File: src/logic/timer_event_flags_defs.vh
// Register map and field positions of the timer event flag block
`ifndef TIMER_EVENT_FLAGS_DEFS_VH
`define TIMER_EVENT_FLAGS_DEFS_VH

// Byte addresses on the register bus
`define TEF_STATUS_OFS 12'h000
`define TEF_CLEAR_OFS 12'h004
`define TEF_ENABLE_OFS 12'h008

// Status, clear and enable bit positions (shared layout, but clear bit 8 clears all three wake flags)
`define TEF_UPDATE_BIT 0
`define TEF_OVERFLOW_BIT 1
`define TEF_COMPARE_BIT 2
`define TEF_TRIGGER_BIT 3
`define TEF_UPD_WAKE_BIT 8
`define TEF_OVF_WAKE_BIT 9
`define TEF_CMP_WAKE_BIT 10
`define TEF_WAKE_CLEAR_BIT 8

// Implemented bits
`define TEF_EVENT_MASK 32'h0000000F
`define TEF_WAKE_MASK 32'h00000700
`define TEF_STATUS_RESET 32'h00000000
`define TEF_ENABLE_RESET 32'h00000000

// Bus responses
`define TEF_RESP_OKAY 2'h0
`define TEF_RESP_SLVERR 2'h2

`endif

File: src/logic/lowpower_timer_event_flags.v
// Event and wakeup flags of the low-power timer with an AXI4-Lite register slave
`timescale 1ns/100ps
`include "timer_event_flags_defs.vh"

module lowpower_timer_event_flags #(
	parameter ADDR_W = 12
) (
	input wire core_clk,
	input wire rst,
	input wire cnt_eq_cmp,
	input wire cnt_wrap,
	input wire rep_zero,
	input wire trig_edge,
	input wire timer_running,
	input wire [ADDR_W-1:0] s_axi_awaddr,
	input wire s_axi_awvalid,
	output wire s_axi_awready,
	input wire [31:0] s_axi_wdata,
	input wire [3:0] s_axi_wstrb,
	input wire s_axi_wvalid,
	output wire s_axi_wready,
	output reg [1:0] s_axi_bresp,
	output reg s_axi_bvalid,
	input wire s_axi_bready,
	input wire [ADDR_W-1:0] s_axi_araddr,
	input wire s_axi_arvalid,
	output wire s_axi_arready,
	output reg [31:0] s_axi_rdata,
	output reg [1:0] s_axi_rresp,
	output reg s_axi_rvalid,
	input wire s_axi_rready,
	output reg irq,
	output reg wakeup
);

	// Expand byte strobes to a bit mask
	function [31:0] strb_mask;
		input [3:0] strb;
		begin
			strb_mask = {
				{8{strb[3]}},
				{8{strb[2]}},
				{8{strb[1]}},
				{8{strb[0]}}
			};
		end
	endfunction

	// Word offset compare, ignoring the two byte-select bits
	function addr_hit;
		input [ADDR_W-1:0] addr;
		input [11:0] ofs;
		begin
			addr_hit = (addr[ADDR_W-1:2] == ofs[ADDR_W-1:2]);
		end
	endfunction

	// Flag update where a same-cycle set beats a clear
	function flag_next;
		input cur;
		input set;
		input clr;
		begin
			flag_next = set | (cur & ~clr);
		end
	endfunction

	// Write channel holding registers
	reg aw_held_q;
	reg [ADDR_W-1:0] aw_addr_q;
	reg w_held_q;
	reg [31:0] w_data_q;
	reg [3:0] w_strb_q;

	// Flag and enable storage
	reg upd_flag_q;
	reg ovf_flag_q;
	reg cmp_flag_q;
	reg trg_flag_q;
	reg upd_wake_q;
	reg ovf_wake_q;
	reg cmp_wake_q;
	reg [31:0] enable_q;
	reg cmp_prev_q;

	wire [31:0] status_word;
	wire [31:0] enable_word;
	wire wr_fire;
	wire [31:0] wr_mask;
	wire clear_hit;
	wire enable_hit;
	wire status_hit;
	wire [31:0] clr_bits;
	wire cmp_rise;
	wire trg_set;
	wire upd_set;
	wire ovf_set;
	reg [31:0] rd_data;
	reg [1:0] rd_resp;

	// Accept each write channel independently; stall once one is held
	assign s_axi_awready = ~aw_held_q & ~s_axi_bvalid;
	assign s_axi_wready = ~w_held_q & ~s_axi_bvalid;

	// Read address taken only when no read answer is pending
	assign s_axi_arready = ~s_axi_rvalid;

	assign wr_fire = aw_held_q & w_held_q & ~s_axi_bvalid;
	assign wr_mask = w_data_q & strb_mask(w_strb_q);
	assign clear_hit = addr_hit(aw_addr_q, `TEF_CLEAR_OFS);
	assign enable_hit = addr_hit(aw_addr_q, `TEF_ENABLE_OFS);
	assign status_hit = addr_hit(aw_addr_q, `TEF_STATUS_OFS);

	// Only ones in enabled byte lanes clear; zeros leave flags alone
	assign clr_bits = (wr_fire & clear_hit) ? wr_mask : 32'h00000000;

	// Equality is a level; flag on its rising edge only
	assign cmp_rise = cnt_eq_cmp & ~cmp_prev_q;

	// Edges arriving while running are dropped by the trigger logic
	assign trg_set = trig_edge & ~timer_running;

	assign upd_set = cnt_wrap & rep_zero;

	// Each high cycle of the wrap pulse is one overflow
	assign ovf_set = cnt_wrap;

	// Reserved bits [7:4] and upper bits read zero
	assign status_word = {
		21'h000000,
		cmp_wake_q,
		ovf_wake_q,
		upd_wake_q,
		4'h0,
		trg_flag_q,
		cmp_flag_q,
		ovf_flag_q,
		upd_flag_q
	};

	assign enable_word = enable_q & (`TEF_EVENT_MASK | `TEF_WAKE_MASK);

	always @(posedge core_clk or posedge rst) begin
		if (rst) begin
			aw_held_q <= 1'b0;
			aw_addr_q <= {ADDR_W{1'b0}};
		end else if (s_axi_awvalid && s_axi_awready) begin
			aw_held_q <= 1'b1;
			aw_addr_q <= s_axi_awaddr;
		end else if (wr_fire) begin
			aw_held_q <= 1'b0;
		end
	end

	always @(posedge core_clk or posedge rst) begin
		if (rst) begin
			w_held_q <= 1'b0;
			w_data_q <= 32'h00000000;
			w_strb_q <= 4'h0;
		end else if (s_axi_wvalid && s_axi_wready) begin
			w_held_q <= 1'b1;
			w_data_q <= s_axi_wdata;
			w_strb_q <= s_axi_wstrb;
		end else if (wr_fire) begin
			w_held_q <= 1'b0;
		end
	end

	// Write response: status is read-only, so a write there is an error
	always @(posedge core_clk or posedge rst) begin
		if (rst) begin
			s_axi_bvalid <= 1'b0;
		end else if (wr_fire) begin
			s_axi_bvalid <= 1'b1;
		end else if (s_axi_bready) begin
			s_axi_bvalid <= 1'b0;
		end
	end

	always @(posedge core_clk or posedge rst) begin
		if (rst) begin
			s_axi_bresp <= `TEF_RESP_OKAY;
		end else if (wr_fire) begin
			if (clear_hit || enable_hit) begin
				s_axi_bresp <= `TEF_RESP_OKAY;
			end else begin
				s_axi_bresp <= `TEF_RESP_SLVERR;
			end
		end
	end

	// Enable register steers both the interrupt and the wakeup flags
	always @(posedge core_clk or posedge rst) begin
		if (rst) begin
			enable_q <= `TEF_ENABLE_RESET;
		end else if (wr_fire && enable_hit) begin
			enable_q <= (enable_q & ~strb_mask(w_strb_q)) | wr_mask;
		end
	end

	always @(posedge core_clk or posedge rst) begin
		if (rst) begin
			cmp_prev_q <= 1'b0;
		end else begin
			cmp_prev_q <= cnt_eq_cmp;
		end
	end

	// Update needs both a wrap and an exhausted repetition count
	always @(posedge core_clk or posedge rst) begin
		if (rst) begin
			upd_flag_q <= 1'b0;
		end else begin
			upd_flag_q <= flag_next(upd_flag_q, upd_set,
				clr_bits[`TEF_UPDATE_BIT]);
		end
	end

	always @(posedge core_clk or posedge rst) begin
		if (rst) begin
			ovf_flag_q <= 1'b0;
		end else begin
			ovf_flag_q <= flag_next(ovf_flag_q, ovf_set,
				clr_bits[`TEF_OVERFLOW_BIT]);
		end
	end

	// A compare held equal sets the flag once, not every cycle
	always @(posedge core_clk or posedge rst) begin
		if (rst) begin
			cmp_flag_q <= 1'b0;
		end else begin
			cmp_flag_q <= flag_next(cmp_flag_q, cmp_rise,
				clr_bits[`TEF_COMPARE_BIT]);
		end
	end

	always @(posedge core_clk or posedge rst) begin
		if (rst) begin
			trg_flag_q <= 1'b0;
		end else begin
			trg_flag_q <= flag_next(trg_flag_q, trg_set,
				clr_bits[`TEF_TRIGGER_BIT]);
		end
	end

	// Wakeup flags follow events only while their wakeup enable is set.
	// Software drops the enable first, so a clear is not undone at once.
	always @(posedge core_clk or posedge rst) begin
		if (rst) begin
			upd_wake_q <= 1'b0;
		end else begin
			upd_wake_q <= flag_next(upd_wake_q,
				upd_set & enable_q[`TEF_UPD_WAKE_BIT],
				clr_bits[`TEF_WAKE_CLEAR_BIT]);
		end
	end

	always @(posedge core_clk or posedge rst) begin
		if (rst) begin
			ovf_wake_q <= 1'b0;
		end else begin
			ovf_wake_q <= flag_next(ovf_wake_q,
				ovf_set & enable_q[`TEF_OVF_WAKE_BIT],
				clr_bits[`TEF_WAKE_CLEAR_BIT]);
		end
	end

	always @(posedge core_clk or posedge rst) begin
		if (rst) begin
			cmp_wake_q <= 1'b0;
		end else begin
			cmp_wake_q <= flag_next(cmp_wake_q,
				cmp_rise & enable_q[`TEF_CMP_WAKE_BIT],
				clr_bits[`TEF_WAKE_CLEAR_BIT]);
		end
	end

	// Interrupt and wakeup outputs, registered to avoid glitches
	always @(posedge core_clk or posedge rst) begin
		if (rst) begin
			irq <= 1'b0;
		end else begin
			irq <= |(status_word & enable_word & `TEF_EVENT_MASK);
		end
	end

	always @(posedge core_clk or posedge rst) begin
		if (rst) begin
			wakeup <= 1'b0;
		end else begin
			wakeup <= |(status_word & `TEF_WAKE_MASK);
		end
	end

	// Read decode; clear register is write-only and reads zero
	always @* begin
		rd_data = 32'h00000000;
		rd_resp = `TEF_RESP_OKAY;
		if (addr_hit(s_axi_araddr, `TEF_STATUS_OFS)) begin
			rd_data = status_word;
		end else if (addr_hit(s_axi_araddr, `TEF_ENABLE_OFS)) begin
			rd_data = enable_word;
		end else if (addr_hit(s_axi_araddr, `TEF_CLEAR_OFS)) begin
			rd_data = 32'h00000000;
		end else begin
			rd_resp = `TEF_RESP_SLVERR;
		end
	end

	always @(posedge core_clk or posedge rst) begin
		if (rst) begin
			s_axi_rvalid <= 1'b0;
		end else if (s_axi_arvalid && s_axi_arready) begin
			s_axi_rvalid <= 1'b1;
		end else if (s_axi_rready) begin
			s_axi_rvalid <= 1'b0;
		end
	end

	// Read data is captured once and holds until the next accepted address
	always @(posedge core_clk or posedge rst) begin
		if (rst) begin
			s_axi_rdata <= 32'h00000000;
			s_axi_rresp <= `TEF_RESP_OKAY;
		end else if (s_axi_arvalid && s_axi_arready) begin
			s_axi_rdata <= rd_data;
			s_axi_rresp <= rd_resp;
		end
	end

endmodule // lowpower_timer_event_flags

File: config.mk
export PLATFORM = sky130hd
export DESIGN_NAME = lowpower_timer_event_flags
export DESIGN_NICKNAME = d
export VERILOG_FILES = /design/src/logic/lowpower_timer_event_flags.v
export VERILOG_INCLUDE_DIRS = /design/src /design/src/logic
export SDC_FILE = /design/constraint.sdc
export NUM_CORES = 1
export LEC_CHECK = 0
export BUFFER_PORTS_ARGS = -buffer_cell sky130_fd_sc_hd__buf_2
export CORE_MARGIN = 2
export CORE_UTILIZATION = 49
export DETAILED_ROUTE_END_ITERATION = 10
export GPL_ROUTABILITY_DRIVEN = 0
export PLACE_DENSITY = 0.85
export SLEW_MARGIN = 5
export SYNTH_ARGS = -nofsm -noshare
export SYNTH_HDL_FRONTEND = slang
export SYNTH_SLANG_ARGS = --single-unit
File: constraint.sdc
create_clock -name core_clk -period 5.35 [get_ports core_clk]
set_clock_uncertainty 0.1 [all_clocks]
set_input_delay 1.07 -clock core_clk [delete_from_list [all_inputs] [get_ports core_clk]]
set_output_delay 1.07 -clock core_clk [all_outputs]
set_load 0.01 [all_outputs]
Yosys cells after proc, flatten, opt, wreduce, memory -nomap -nowiden:

Index checks and enable logic that the tools add are counted.

* logic and storage cells: 92
* output and inout port bits: 43
* input bits: 72
* bits in registers: 130

* bitwise logic cells: 41
* equal/unequal tests: 4
* muxes and demuxes: 14
* reductions and logical operators: 12

Operators with widths (number)
* $and A32 B32 Y32: 2
* $not A32 Y32: 1
* $or A32 B32 Y32: 1
* $mux W11: 2
* $eq A10 B1 Y1 const B: 2
* $eq A10 B2 Y1 const B: 2
* $and A1 B1 Y1: 18
* $not A1 Y1: 11
* $logic_not A10 Y1: 1
* $mux W9: 1
* $mux W2: 4
* $reduce_bool A2 Y1: 4
* $mux W1: 7
* $or A1 B1 Y1: 7
* $and A4 B4 Y4: 1
* $logic_and A1 B1 Y1: 4
* $reduce_or A4 Y1: 1
* $reduce_or A3 Y1: 1
* $logic_or A1 B1 Y1: 1

Longest topological paths before layout:

Gate-level depths: netlist (run 1).

* depth after elaboration: 7
* gate-level depth with buffers: 5
* gate-level depth less buffers: 3

Worst setup path after synthesis (run 1):

OpenSTA, ideal clock, no wires.

* path kind: in2reg
* start: input port s_axi_araddr[11]
* end: register s_axi_rdata[0]
* data arrival time: 1920 ps
* data required time: 5154 ps
* stages on the path: 3
* path buffers: 0
* setup time: 96 ps
* setup slack: 3235 ps
* path through: nor4_1 nand3b_1 o31ai_1

* longest elaborated chain between the ends: 3
* elaborated cells on any way between the ends: 4
* those cells by class: eq/ne: 1; mux: 2; reduce/logical: 1

RTL lines
* from (decl): RTL line lowpower_timer_event_flags.v:25 `input wire [ADDR_W-1:0] s_axi_araddr,`
* $eq A10 B2 Y1: RTL line lowpower_timer_event_flags.v:54 `addr_hit = (addr[ADDR_W-1:2] == ofs[ADDR_W-1:2]);`
* $mux W11: RTL line lowpower_timer_event_flags.v:302 `` end else if (addr_hit(s_axi_araddr, `TEF_ENABLE_OFS)) begin ``
* $mux W11 *: RTL line lowpower_timer_event_flags.v:300 `` if (addr_hit(s_axi_araddr, `TEF_STATUS_OFS)) begin ``
* to (signal assigned): RTL line lowpower_timer_event_flags.v:327 `s_axi_rdata <= rd_data;`
* to (decl): RTL line lowpower_timer_event_flags.v:28 `output reg [31:0] s_axi_rdata,`

Every way passes the cells marked *; elsewhere a longest branch is shown, timed or not.
A chain may end at the register's enable or synchronous reset.

Final worst setup path (run 1):

* start: register s_axi_bvalid
* end: output port s_axi_awready

* longest elaborated chain between the ends: 2

RTL lines
* from (decl): RTL line lowpower_timer_event_flags.v:23 `output reg s_axi_bvalid,`
* from (signal assigned): RTL line lowpower_timer_event_flags.v:172 `s_axi_bvalid <= 1'b0;`
* from (signal assigned): RTL line lowpower_timer_event_flags.v:174 `s_axi_bvalid <= 1'b1;`
* from (signal assigned): RTL line lowpower_timer_event_flags.v:176 `s_axi_bvalid <= 1'b0;`
* $not A1 Y1: RTL line lowpower_timer_event_flags.v:102 `assign s_axi_awready = ~aw_held_q & ~s_axi_bvalid;`
* $and A1 B1 Y1: RTL line lowpower_timer_event_flags.v:102
* to (decl): RTL line lowpower_timer_event_flags.v:17 `output wire s_axi_awready,`

Every way passes these cells.

==> metrics.md, run 1 <==
| Metric | Value |
|---|---|
| Hold_buf cts | `0` |
| Worst EP required | `4.18 ns` |
| Worst-path maximum fanout | `6` |
| Post-Synthesis Cells | `186` |
| Wire length on met1 | `~1600 um` |
| Fin crit period | `2.18 ns` |
| Yosys reg bits | `49` |
| Placement Setup Slack | `2.90 ns` |
| Final core area utilization | `58.2%` |
| First drt pass iteration count | `4` |
| Core area | `0.00441 mm^2` |
| Clk sinks | `49` |
| Placed wire-length estimate | `2940 um` |
| RSZ-0062 raised after global routing | `no` |
| Crit path kind | `reg -> out` |
| Hold Violations, Final | `0` |
| Met3 wire len | `365 um` |
| Sequential-to-total area share from yosys stat | `53.7%` |
| Least-Margin Pin Slew | `0.983 ns` |
| Synthesized area | `between 0.002 and 0.0025 mm^2` |
| Design area | `0.00257 mm^2` |
| Yosys warns | `0` |
| Max-slew headroom at the worst pin | `approximately 34%` |
| PortBufs | `between 50 and 60` |
| Die Wd | `72.3 um` |
| Rows | `24` |
| Area leader, netlist | `dfrtp_1` |
| Pin count of the biggest net entering global routing | `50` |
| DIE AREA | `0.00523 mm^2` |
| Layout cells sized above 1 | `38.0%` |
| Drt drc | `0` |
| Max Fclk | `458 MHz` |
| Wire per inst | `roughly 13 um` |
| Final setup TNS | `0 ns` |
| CTS tree | `done` |
| Met2 WL post-DR | `1820 um` |
| Synth-to-Final Area Change | `12.5%` |
| Via count | `1,491` |
| Vias per inst | `5.07` |
| Synth area leaders | `dfrtp_1, mux2_2, buf_4` |
| Tcrit/Tclk final | `between 40% and 50%` |
| Worst setup margin | `3.17 ns` |
| H-tree depth | `2` |
| GR Overflow Total | `0` |
| R2R Setup Slk | `3.24 ns` |
| Number of global-route vias before repair | `1,393` |
| Worst setup EP type | `output pin` |
| Pwr Density | `399 mW/mm^2` |
| Max-cap check violation count | `0` |
| Yosys cell types | `34` |
| Avg Inst Size Synth | `12.3 um^2` |
| Max Slew Vio Count | `0` |
| Nets | `~310` |
| WHS Path Cells | `2` |
| HP Class | `reg -> reg` |
| Initial core utilization | `approximately half` |
| Root Buffer | `clkbuf_8` |
| Yosys top cell area share | `between 50% and 60%` |
| CP arrival | `1.01 ns` |
| DR iter-0 viols | `71` |
| Hold Path End | `s_axi_rdata[0]` |
| Status | `finished clean` |
| CTS resizes | `0` |
| R2R Path Start | `aw_addr_q[10]` |
| # Post-CTS Setup Buffers | `0` |
| I/O Pins | `~120` |
| Leakage | `1.27 nW` |
| Initial antenna violation count | `0` |
| Overall routing resource usage | `16.0%` |
| Final WL | `3870 um` |
| Clock Latency Late Sink | `0.30 ns` |
| HP Start | `s_axi_rdata[0]` |
| Peak VDD IR | `236 uV` |
| Max Used Layer | `met4` |
| Die height | `72.3 um` |
| CTS buffer count | `5` |
| First-pass GRT wire length | `between 6000 and 7000 um` |
| Clock-pin slew on the worst setup and hold paths | `~0.080 ns` |
| Worst R2R Path Depth | `3` |
| Antenna diodes | `0` |
| Setup Viol. Count Final | `0` |
| Clk buf depth | `2` |
| Critical Path Source Type | `flop` |
| Post-route ant nets | `0` |
| Placement Cell Area | `0.00249 mm^2` |
-- power by group --
group	internal [mW]	switching, mW
Combinational	0.145	0.128
Sequential	0.472	0.0740
Clock	0.0930	0.112
Total	0.711	0.314
-- cells in the mapped netlist --
cell       n
a211oi_1   1
a21o_1     3
a21oi_1    2
a22o_1     2
a22oi_1    2
a31oi_1    2
a32o_1     1
and2_1     2
buf_2      1
buf_4     27
buf_6      1
clkbuf_1   5
conb_1     1
dfrtp_1   49
inv_1      4
mux2_2    26
mux2i_1    7
nand2_1   13
nand2b_1   3
nand3b_1   3
nand4b_1   3
nor2_1     3
nor2b_1    2
nor4_1     3
nor4_2     1
nor4_4     1
o21ai_0    4
o31ai_1    6
o32a_1     1
o41ai_1    2
or3_1      1
or4_1      1
or4_4      2
or4b_1     1
-- worst max path at each step --
stage | startpoint | endpoint | cells after the start
after global placement | s_axi_araddr[11] | s_axi_rdata[0] | 4
after detailed placement | s_axi_araddr[11] | s_axi_rdata[1] | 4
after floorplan | rst | async pin | 1
after CTS | s_axi_bvalid | s_axi_awready | 2
final | s_axi_bvalid | s_axi_awready | 2
after global routing | s_axi_bvalid | s_axi_wready | 2
-- through the flow --
step / cells / power, mW / hold WS, ns
final: 294 / 1.02 / 0.375
after global routing: 294 / 1.10 / 0.392
after CTS: 294 / 1.04 / 0.381
after detailed placement: 286 / 0.831 / 0.362
after global placement: 286 / 0.816 / 0.356
after floorplan: 212 / 0.766 / 0.340
-- routing by layer --
metal,GRT usage [%],vias to the layer above
met4,5.03,0
met2,26.2,65
met1,19.9,703
li1,-,716
met3,5.42,7
met5,0,-
-- worst max-delay path, cell delays in order (launching register included) --
cell and delay (ns):
dfrtp_1 0.43, nor2_1 0.15, buf_2 0.15
-- layout by cell type (no fill, tap or decap), types with 2 or more instances in the layout --
master    Yosys  final
nand4b_1      3      3
nor2b_1       2      2
clkbuf_1      5      3
conb_1        1     27
clkbuf_8      0      5
buf_2         1     56
inv_1         4      3
nand2b_1      3      3
mux2_2       26     26
and2_1        2      2
nor2_1        3      3
nor4_1        3      3
a22oi_1       2      2
dfrtp_1      49     49
o31ai_1       6      6
mux2i_1       7      7
o41ai_1       2      2
o21ai_0       4      4
or4_4         2      2
a31oi_1       2      2
a21oi_1       2      2
nand2_1      13     13
nand3b_1      3      3
a21o_1        3      3
a22o_1        2      2
-- logic make-up after synthesis --
group,synth area share [%]
flip-flops,53.7
AND/OR/NAND/NOR,11.0
buffers and inverters,11.1
multiplexers,15.9
AO/OA/AOI/OAI,8.21
other,0.164
-- layout make-up --
type / instances / area [um^2]
clock buffers: 8 / 80.1
inverters: 4 / 15.0
well taps: 52 / 65.1
flip-flops and latches: 49 / 1230
fillers: 384 / 1840
repair buffers: 56 / 280
multi-input cells: 125 / 903
No activity file was read; power rests on OpenSTA's default activity.
==> inputs of run 2 (changes only) <==
Settings changed: CORE_UTILIZATION 49 to 41, PLACE_DENSITY 0.85 to 0.76.
Clock period 5.35 ns to 1.95 ns, I/O delays scaled along.
==> metrics.md, run 2 (same netlist as run 1, synthesis figures left out) <==
| Metric | Value |
|---|---|
| Worst setup EP type | `flop` |
| DP Cell Count | `313 (+9.4%)` |
| Design area | `0.00274 mm^2 (+6.6%)` |
| CTS buffer count | `5 (unchanged)` |
| First drt pass iteration count | `4 (unchanged)` |
| Overall routing resource usage | `13.8% (-2.2 points)` |
| Post-route ant nets | `0 (unchanged)` |
| Clk sinks | `49 (unchanged)` |
| Fillers | `501 (+30%)` |
| Most common cell after layout, fill and taps aside | `buf_2` |
| Final cell count without fillers | `324 (+10%)` |
| Worst-path maximum fanout | `6 (unchanged)` |
| Most frequent cells in the layout | `buf_2, dfrtp_1, conb_1` |
| Peak VDD IR | `805 uV (+240%)` |
| Max Slew Vio Count | `0 (unchanged)` |
| Max-slew headroom at the worst pin | `63.0% (+29 points)` |
| Worst setup margin | `0.00504 ns (-3.16 ns)` |
| Worst EP required | `2.04 ns (-2.14 ns)` |
| Design Power | `3.08 mW (+200%)` |
| Vias per inst | `4.75 (-6.3%)` |
| Clock Latency Late Sink | `0.29 ns (about the same)` |
| DR iter-0 viols | `34 (-52%)` |
| Final setup TNS | `0 ns (unchanged)` |
| Initial core utilization | `42.0% (-9.8 points)` |
| Die Wd | `78.7 um (+8.8%)` |
| Fin crit period | `approximately 2 ns` |
| First-pass GRT wire length | `6730 um (+6.1%)` |
| Wire per inst | `12.8 um (-2.3%)` |
| Critical Path Source Type | `flop` |
| Leakage | `1.34 nW (+5.8%)` |
| Core area | `0.00544 mm^2 (+23%)` |
| Status | `finished clean` |
| Rows | `27 (+13%)` |
| Hold Violations, Final | `0 (unchanged)` |
| Clock-pin slew on the worst setup and hold paths | `0.09 ns (about the same)` |
| H-tree depth | `2 (unchanged)` |
| Number of global-route vias before repair | `1,488 (+6.8%)` |
| RSZ-0062 raised after global routing | `yes` |
| DIE AREA | `0.00619 mm^2 (+18%)` |
| PortBufs | `56 (unchanged)` |
| Placed wire-length estimate | `3090 um (+5.0%)` |
| Tcrit/Tclk final | `99.7%` |
| Drt drc | `0 (unchanged)` |
| CP arrival | `2.04 ns (+1.03 ns)` |
| Max-cap check violation count | `0 (unchanged)` |
| Nets | `323 (+3.2%)` |
| Final WL | `4160 um (+7.7%)` |
| Antenna diodes | `0 (unchanged)` |
| Root Buffer | `clkbuf_8` |
| Placement Setup Slack | `-0.0977 ns (-2.99 ns)` |
| Layout cells sized above 1 | `42.1% (+4.0 points)` |
| GR Overflow Total | `0 (unchanged)` |
| Hold_buf cts | `0 (unchanged)` |
| HP Class | `in -> async` |
| Crit path kind | `reg -> reg` |
| Least-Margin Pin Slew | `0.556 ns (-0.427 ns)` |
| Placement Cell Area | `0.00257 mm^2 (+3.1%)` |
| Via count | `1,540 (+3.3%)` |
| Max Fclk | `514 MHz` |
| Clk buf depth | `2 (unchanged)` |
| CTS tree | `done` |
| Initial antenna violation count | `0 (unchanged)` |
| Pin count of the biggest net entering global routing | `27 (-46%)` |
| Hold Slack | `0.0138 ns (-0.361 ns)` |
| Die height | `78.7 um (+8.8%)` |
| Pwr Density | `1120 mW/mm^2 (+180%)` |
| Setup Viol. Count Final | `0 (unchanged)` |
| I/O Pins | `115 (unchanged)` |
| Synth-to-Final Area Change | `19.9%` |
| Final core area utilization | `50.4% (-7.8 points)` |
[run 2: layout make-up]
type | count | area, um^2 | share of cell area [%]
repair buffers | 66 | 355 | 13.0
multi-input cells | 125 | 933 | 34.1
inverters | 4 | 15.0 | 0.548
well taps | 72 | 90.1 | 3.29
flip-flops and latches | 49 | 1230 | 44.7
clock buffers | 6 | 82.6 | 3.01
clock inverters | 2 | 37.5 | 1.37
[run 2: critical path, stage by stage (launching register included)]
cell	delay [ns]
dfrtp_1	0.39
or4_4	0.60
or4b_1	0.48
o32a_1	0.29
[run 2: path summary, 6_finish.rpt]
kind / from / slack [ns] / cells after the start / to
worst max-delay path: aw_addr_q[7] / 0.005 / 3 / ovf_flag_q
worst min-delay path: rst / 0.01 / 2 / async pin
worst max register to register: aw_addr_q[7] / 0.005 / 3 / ovf_flag_q
worst min register to register: s_axi_rresp[1] / 0.38 / 1 / s_axi_rresp[1]
max in group asynchronous: rst / 1.16 / 3 / irq
min in group core_clk: cnt_eq_cmp / 0.10 / 1 / cmp_prev_q
[run 2: metal layers]
metal | routed length [um] | global-route usage, %
met5 | 0 | 0
met4 | 28 | 4.21
met3 | 307 | 3.56
met2 | 2020 | 23.2
met1 | 1800 | 17.4
[run 2: power breakdown]
part,internal [mW],switching [mW]
Sequential,1.30,0.213
Clock,0.417,0.332
Combinational,0.454,0.368
[run 2: timing repair]
item,4_1_cts,5_1_grt
buffers inserted,2,1
pin swaps,4,3
endpoints found under the setup margin,12,9
gates resized for setup,2,6
gates cloned,0,0
